## config.mk

```make
export PLATFORM = sky130hd
export DESIGN_NAME = comm_loss_alarm_monitor
export DESIGN_NICKNAME = d
export VERILOG_FILES = /design/src/sec_tick.v /design/src/comm_loss_alarm_monitor.v
export VERILOG_INCLUDE_DIRS = /design/src /design/src/src
export SDC_FILE = /design/constraint.sdc
export NUM_CORES = 1
export LEC_CHECK = 0
export ABC_CLOCK_PERIOD_IN_PS = 6000
export BUFFER_PORTS_ARGS = -buffer_cell sky130_fd_sc_hd__buf_2
export CORE_ASPECT_RATIO = 0.5
export CORE_UTILIZATION = 30
export CTS_BUF_LIST = sky130_fd_sc_hd__clkbuf_8
export DETAILED_ROUTE_END_ITERATION = 7
export HOLD_SLACK_MARGIN = 0.03
export SETUP_SLACK_MARGIN = 0.3
export SYNTH_ARGS = -nofsm -noshare
export SYNTH_HDL_FRONTEND = slang
export SYNTH_SLANG_ARGS = --single-unit
```

## constraint.sdc

```tcl
create_clock -name i_clk -period 6 [get_ports i_clk]
set_input_delay 0.6 -clock i_clk [delete_from_list [all_inputs] [get_ports i_clk]]
set_output_delay 0.6 -clock i_clk [all_outputs]
set_load 0.02 [all_outputs]
```

## src/comm_loss_alarm_regs.vh

```
// Purpose: Constants for the communication-loss alarm monitor
// Assumes: 250 MHz system clock
// Notes: Action codes, detection time limits in seconds, and clock rate in Hz
`ifndef COMM_LOSS_ALARM_REGS_VH
`define COMM_LOSS_ALARM_REGS_VH
`define ACT_DISABLED 2'h0
`define ACT_WARN 2'h1
`define ACT_FAULT 2'h2
`define DET_MIN_SEC 10'h01E
`define DET_MAX_SEC 10'h258
`define DET_DEFAULT_SEC 10'h01E
`define CLK_HZ 28'hEE6B280
`define TICKS_PER_SEC (`CLK_HZ)
`endif

```

## src/sec_tick.v

```verilog
// Purpose: One-cycle pulse once per second from the system clock
// Assumes: Synchronous active-low reset; i_clear restarts the count
// Notes: Period is a parameter so simulation can shorten it
`timescale 1ns/1ps
`include "comm_loss_alarm_regs.vh"
module sec_tick #(
    parameter [27:0] TICKS = `TICKS_PER_SEC
) (
    input wire i_clk,
    input wire i_rst_b,
    input wire i_clear,
    output reg o_tick
);
    reg [27:0] cnt_q;
    always @(posedge i_clk)
    begin
        if (!i_rst_b || i_clear)
        begin
            cnt_q <= 28'h0000000;
            o_tick <= 1'b0;
        end
        else if (cnt_q == TICKS - 28'h0000001)
        begin
            cnt_q <= 28'h0000000;
            o_tick <= 1'b1;
        end
        else
        begin
            cnt_q <= cnt_q + 28'h0000001;
            o_tick <= 1'b0;
        end
    end
endmodule

```

## src/comm_loss_alarm_monitor.v

```verilog
// Purpose: Raise an alarm when the host serial link falls silent
// Assumes: i_msg_done is a one-cycle pulse per complete host message, same clock
// Notes: Detection time is clamped to its legal range
// Summary of operation
// - Supervise only in serial host mode
// - Alarm after silence equal to detection time
// - Detection time 30 to 600 s, default 30
// - Alarm clears itself on next message
// - Action disabled, warn-and-continue, or fault-stop
// - Fault stop needs separate restart request
`timescale 1ns/1ps
`include "comm_loss_alarm_regs.vh"
module comm_loss_alarm_monitor #(
    parameter [27:0] TICKS_PER_SEC = `TICKS_PER_SEC
) (
    input wire i_clk,
    input wire i_rst_b,
    input wire i_serial_mode,
    input wire [1:0] i_action,
    input wire [9:0] i_detect_sec,
    input wire i_msg_done,
    input wire i_restart_req,
    output reg o_comm_loss_alarm,
    output reg o_warn_continue_action,
    output reg o_fault_stop_action,
    output reg o_run_enable
);
    // Stop latch states
    localparam RUN_ST = 1'b0;
    localparam STOP_ST = 1'b1;

    wire active;
    wire timer_clear;
    wire tick;
    wire at_limit;
    reg [9:0] limit_q;
    reg [9:0] limit_d;
    reg [9:0] sec_q;
    reg [9:0] sec_d;
    reg expired_d;
    reg warn_d;
    reg fault_d;
    reg stop_q;
    reg stop_d;

    // Clamp a requested detection time into the legal window
    function [9:0] clamp_sec;
        input [9:0] req;
        begin
            if (req < `DET_MIN_SEC)
            begin
                clamp_sec = `DET_MIN_SEC;
            end
            else if (req > `DET_MAX_SEC)
            begin
                clamp_sec = `DET_MAX_SEC;
            end
            else
            begin
                clamp_sec = req;
            end
        end
    endfunction

    // Alarm is due and the setting selects this action
    function action_hit;
        input due;
        input [1:0] setting;
        input [1:0] code;
        begin
            action_hit = due && (setting == code);
        end
    endfunction

    assign active = i_serial_mode && (i_action != `ACT_DISABLED);
    assign timer_clear = !active || i_msg_done;
    assign at_limit = (sec_q >= limit_q);

    sec_tick #(
        .TICKS(TICKS_PER_SEC)
    ) u_tick (
        .i_clk(i_clk),
        .i_rst_b(i_rst_b),
        .i_clear(timer_clear),
        .o_tick(tick)
    );

    always @*
    begin
        limit_d = clamp_sec(i_detect_sec);
    end

    // Registered limit cuts the clamp out of the count path
    always @(posedge i_clk)
    begin
        if (!i_rst_b)
        begin
            limit_q <= `DET_DEFAULT_SEC;
        end
        else
        begin
            limit_q <= limit_d;
        end
    end

    // Whole seconds of silence, saturating at the limit
    always @*
    begin
        sec_d = sec_q;
        if (timer_clear)
        begin
            sec_d = 10'h000;
        end
        else if (sec_q > limit_q)
        begin
            // Limit lowered mid-count: pull back, never wrap
            sec_d = limit_q;
        end
        else if (tick && !at_limit)
        begin
            sec_d = sec_q + 10'h001;
        end
    end

    always @(posedge i_clk)
    begin
        if (!i_rst_b)
        begin
            sec_q <= 10'h000;
        end
        else
        begin
            sec_q <= sec_d;
        end
    end

    // Alarm and action decode for the coming cycle
    always @*
    begin
        expired_d = 1'b0;
        if (active && (sec_d >= limit_q))
        begin
            expired_d = 1'b1;
        end
        warn_d = action_hit(expired_d, i_action, `ACT_WARN);
        fault_d = action_hit(expired_d, i_action, `ACT_FAULT);
    end

    // Fault stop latch; only a restart request or reset releases it
    always @*
    begin
        stop_d = stop_q;
        case (stop_q)
            RUN_ST:
            begin
                if (fault_d)
                begin
                    stop_d = STOP_ST;
                end
            end
            STOP_ST:
            begin
                // A pending fault wins over restart
                if (!fault_d && i_restart_req)
                begin
                    stop_d = RUN_ST;
                end
            end
            default:
            begin
                stop_d = RUN_ST;
            end
        endcase
    end

    always @(posedge i_clk)
    begin
        if (!i_rst_b)
        begin
            stop_q <= RUN_ST;
        end
        else
        begin
            stop_q <= stop_d;
        end
    end

    // Alarm clears the cycle after a message
    always @(posedge i_clk)
    begin
        if (!i_rst_b)
        begin
            o_comm_loss_alarm <= 1'b0;
        end
        else
        begin
            o_comm_loss_alarm <= expired_d;
        end
    end

    always @(posedge i_clk)
    begin
        if (!i_rst_b)
        begin
            o_warn_continue_action <= 1'b0;
            o_fault_stop_action <= 1'b0;
        end
        else
        begin
            o_warn_continue_action <= warn_d;
            o_fault_stop_action <= fault_d;
        end
    end

    always @(posedge i_clk)
    begin
        if (!i_rst_b)
        begin
            o_run_enable <= 1'b1;
        end
        else
        begin
            o_run_enable <= (stop_d == RUN_ST);
        end
    end
endmodule

```

After elaboration in Yosys (flattened, before gate mapping)
Cells that the tools add are included.

Output and inout bits: 4. Bits in registers: 54.

Mux-type cells: 9. Add/subtract/negate cells: 2. Reduce and logical (&&, ||, !) cells: 16. $lt $le $gt $ge: 5. Equal/unequal tests: 3. Bitwise logic cells: 3.

Operator list (number): 2-to-1 mux 10 bit (4); adder 28 x 1 -> 28 bit, second input constant (1); == test 28 bit, second input constant (1); >= comparator 10 bit (2); adder 10 x 1 -> 10 bit, second input constant (1); > comparator 10 bit (1); > comparator 10 bit, second input constant (1); less-than comparator 10 x 5 -> 1 bit, second input constant (1); logical AND 1 bit (6); zero test 1 bit (4); 2-to-1 mux 1 bit (4); OR reduction 2 bit (2); inverter 1 bit (3); OR reduction 3 bit (1); == test 2 x 1 -> 1 bit, second input constant (1); == test 2 bit, second input constant (1); logical OR 1 bit (2); case mux 1 bit (2 select lines) (1); nonzero test 2 bit (1).

Depth between registers and ports, before layout
Depth after elaboration: 15. Depth in mapped cells: 16. Gate-level depth less buffers: 15.

Hierarchy
Synthesis repeated with hierarchy kept, for this count alone.

Cell total of the unflattened synthesis: 345. Area, all modules: 3032.9 µm².

Modules (own cells, without submodules): comm_loss_alarm_monitor (instances 1, area an instance 1655.3 µm², seq. area each 500.5 µm², cells each 193); sec_tick (instances 1, area an instance 1377.6 µm², seq. area each 580.6 µm², cells each 152).

Worst setup path after synthesis
No wires, ideal clock.

Path type: register -> register. Start: register limit_q[7]. End: register stop_q. Data arrival time: 3.420 ns. Library setup time: 0.122 ns. Slack: 2.458 ns. Period minus slack after synthesis: 3.542 ns. Required time: 5.878 ns. Stages on the path, launching flop included: 15. Path buffers: 0. Path through: dfxtp_1 -> inv_1 -> ha_1 -> a211oi_2 -> nor2_1 -> a2111oi_4 -> mux2_2 -> a221oi_2 -> nor2_1 -> ha_1 -> a2111oi_0 -> nand2_1 -> a21oi_1 -> a211o_1 -> o21ai_0.

Cells in the longest elaborated chain, start to end: 14. Elaborated cells on any way between the ends: 16. Those cells by class: order compare (3); mux (7); reduce/logical (6).

Ends and longest elaborated chain: start: declaration (RTL line comm_loss_alarm_monitor.v:36) `reg [9:0] limit_q;`; start signal: assignment (RTL line comm_loss_alarm_monitor.v:98) `` limit_q <= `DET_DEFAULT_SEC; ``; start signal: assignment (RTL line comm_loss_alarm_monitor.v:102) `limit_q <= limit_d;`; >= comparator 10 bit (RTL line comm_loss_alarm_monitor.v:77) `assign at_limit = (sec_q >= limit_q);`; zero test 1 bit (RTL line comm_loss_alarm_monitor.v:119) `else if (tick && !at_limit)`; logical AND 1 bit (RTL line comm_loss_alarm_monitor.v:119); 2-to-1 mux 10 bit (RTL line comm_loss_alarm_monitor.v:119); 2-to-1 mux 10 bit * (RTL line comm_loss_alarm_monitor.v:114) `else if (sec_q > limit_q)`; 2-to-1 mux 10 bit * (RTL line comm_loss_alarm_monitor.v:110) `if (timer_clear)`; net sec_d[7] (RTL line comm_loss_alarm_monitor.v:39) `reg [9:0] sec_d;`; >= comparator 10 bit * (RTL line comm_loss_alarm_monitor.v:141) `if (active && (sec_d >= limit_q))`; logical AND 1 bit * (RTL line comm_loss_alarm_monitor.v:141); 2-to-1 mux 1 bit * (RTL line comm_loss_alarm_monitor.v:141); logical AND 1 bit * (RTL line comm_loss_alarm_monitor.v:71) `action_hit = due && (setting == code);`; zero test 1 bit (RTL line comm_loss_alarm_monitor.v:164) `if (!fault_d && i_restart_req)`; logical AND 1 bit (RTL line comm_loss_alarm_monitor.v:164); 2-to-1 mux 1 bit (RTL line comm_loss_alarm_monitor.v:164); case mux 1 bit (2 select lines) * (RTL line comm_loss_alarm_monitor.v:153) `case (stop_q)`; end signal: assignment (RTL line comm_loss_alarm_monitor.v:184) `stop_q <= stop_d;`; end: declaration (RTL line comm_loss_alarm_monitor.v:43) `reg stop_q;`.

Mark *: on every way through the listed nets, which the timed path passes. The rest lies on a longest branch. A chain may end at the register's enable or synchronous reset.

Final worst setup path
Same ends and word-level chain as after synthesis.

==> out/metrics.yaml <==
drt:
  num_vias: 2348
  routed_wl_um: 6031
  postRouteAntennaNets: 0
  initialDrtViolationCount: 202
  routed_via_density: 4.831
  drtPass1Iterations: 4
  wl_per_cell_um: 12.41
  drc: 0
timing:
  finalSetupTns_ns: 0
  finClkSkew_ns: 0.008010
  report.final.slew_viol_count: 0
  worst_slew_margin_rel: 0.2551
  rsz0062_at_grt: "false"
  hold_violations: 0
  max_freq_mhz: 250.2
  finalCritPeriodShare: 0.6662
  setup_viol: 0
  period_minus_slack_ns: 3.997
  worst_pin_slew_ns: 1.111
  fin_worst_hold_slack_ns: 0.4641
final_layout:
  fin_nets: 396
  final_cell_mix: "nor2_1 (58), dfxtp_1 (54), nand2_1 (22), ha_1 (22), xor2_1 (21)"
  layout_commonest_cell: "nor2_1"
  design_area_um2: 3194
  diodes: 0
  syn_to_final_growth_pct: 9.901
  drive_gt1_frac: 0.1124
  stdcell_count: 486
synthesis:
  ys_seq_area_frac: 0.3719
  synthFlopType: "dfxtp_1"
  yosys_warnings: 0
  syn_avg_cell_area_um2: 8.599
  ys_seq_elements: 54
  yosys.area.top_type: "dfxtp_1"
  syn_area_um2: 2907
  synth_top_cell_area_share: 0.3719
  ys_async_sr_fraction: 0
  synth_edf_count: 0
  syn_nets: 377
  synth_top_cells_by_area: "dfxtp_1 (37%), ha_1 (9.5%), nor2_1 (7.5%)"
  synth_cells: 338
  synthDistinctLibCells: 53
placement:
  dp_hpwl_um: 4566
  dp.cells: 480
  place_area_um2: 3112
  gp_congestion: 0.8863
  port-buffer-count: 20
die:
  io_pins: 21
  core-area_um2: 9039
  rows: 24
  initial_utilization: 0.3216
  die_h_um: 71.60
  die_area_um2: 10110
  die-width_um: 141.2
critical_path:
  rr_endpoint: "stop_q"
  r2r_slack_ns: 2.00
  critPathRequiredTime_ns: 6.19
  reg2reg_from: "limit_q[7]"
  cp-start-kind: "flip-flop"
  end_kind: "flip-flop"
  criticalPathCategory: "flip-flop to flip-flop"
  crit_arrival_ns: 4.18
  reg2reg_depth: 14
  cp_max_fo: 10
min_path:
  min-delay-start: "u_tick.cnt_q[0]"
  hold_class: "flip-flop to flip-flop"
  holdPathEnd: "u_tick.cnt_q[0]"
  hold_path_depth: 1
clock_network:
  ctsRootBufferMaster: "clkbuf_8"
  post_cts_buffers: 0
  insertion_delay_ns: 0.30
  cts_tree: "yes"
  ctsResizeCount: 0
  clock_sinks: 54
  numCtsBuffers: 5
  postCtsHoldBufs: 0
  cts_buffer_depth: 2
  cts.clk_slew.worst_paths_ns: 0.09
  htreeDepth: 2
global_routing:
  antenna_found_initial: 0
  grt_pass1_wl_um: 10260
  grt_pass1_vias: 2221
  grt-ovfl-total: 0
  track_usage: 0.1273
  grt_max_degree: 28
pwr:
  peakVddDrop_uv: 99.49
  power_uw: 599.3
  total_leakage_power_nw: 1.211
  p_per_area_nw_per_um2: 187.6
status:
  status: "finished clean"
run:
  maxCapViolations: 0
## worst max-delay path: stages, from the launching register on
cell	delay, ns
dfxtp_1	0.35
inv_1	0.07
ha_1	0.34
a211oi_2	0.21
nor2_1	0.11
a2111oi_4	0.69
mux2_2	0.42
a221oi_2	0.24
nor2_1	0.08
ha_1	0.29
a2111oi_0	0.55
nand2_1	0.10
a21oi_1	0.14
a211o_1	0.20
o21ai_0	0.09
## power by group
part	leakage, nW	switching (mW)	total [mW]	internal (mW)
sequential	0.437	0.00211	0.364	0.362
combinational	0.730	0.0228	0.0371	0.0143
clock	0.0431	0.109	0.198	0.0893
total	1.21	0.133	0.599	0.466
## cells by family (layout without fill, tap and decap cells)
kind of cell               count (synthesis)  count (layout)  share of synthesized area
DFF                                       54              54                     0.3719
adders and majority gates                 22              22                    0.09470
and+or+nand+nor                          159             159                     0.2716
buffers and inverters                     26              44                    0.04304
xor gates and xnor gates                  29              29                    0.08739
AOI/OAI and AO/OA                         45              45                     0.1184
muxes                                      3               3                    0.01291
## final cells by class
class,instances,area (µm²)
multi-input combinational,258,1700
inverter,18,67.56
tap,130,162.7
clock buffer,6,82.58
fill,966,5844
sequential,54,1081
timing repair buffer,20,100.1
## flip-flops by register name, summed over array words and instances (netlist names)
signal	cells
o_comm_loss_alarm	1
stop_q	1
o_fault_stop_action	1
o_warn_continue_action	1
limit_q	10
o_run_enable	1
u_tick.o_tick	1
sec_q	10
u_tick.cnt_q	28
## per-stage QoR
step	setup slack, ns	util
4_1_cts	2.031	0.3534
2_1_floorplan	2.458	-
5_1_grt	1.748	0.3534
3_3_place_gp	2.137	0.3443
6_report	2.003	0.3534
3_5_place_dp	2.051	0.3443
## worst max-delay path by stage
stage,start,endpoint,slack [ns]
detailed placement,limit_q[7],stop_q,2.05
finish,limit_q[7],stop_q,2.00
CTS,limit_q[7],stop_q,2.03
global placement,limit_q[7],stop_q,2.14
global route,limit_q[7],stop_q,1.75
floorplan,limit_q[7],stop_q,2.46
## synthesized netlist by cell type (3+ instances only)
library cell	count
and2_1	6
a21o_1	4
a211oi_1	3
ha_1	22
nand3_1	19
and3_1	4
o21ai_0	10
inv_1	18
nor3_1	12
or3_1	3
xor2_1	21
nand2b_1	7
dfxtp_1	54
nor2_1	58
a31oi_1	3
nor4_1	3
xnor2_1	8
nand4_1	8
a21oi_1	7
nand2_1	22
nor4b_1	4
o21a_1	3
## per-layer routing
| layer | wire length (µm) | share of wire | track usage |
|---|---|---|---|
| met2 | 2848 | 0.47 | 0.2250 |
| met1 | 3025 | 0.50 | 0.1598 |
| met4 | 49 | 0.0081 | 0.03261 |
| met5 | 0 | 0 | 0 |
| met3 | 107 | 0.018 | 0.02607 |
Power figures use the tool's default switching activity.
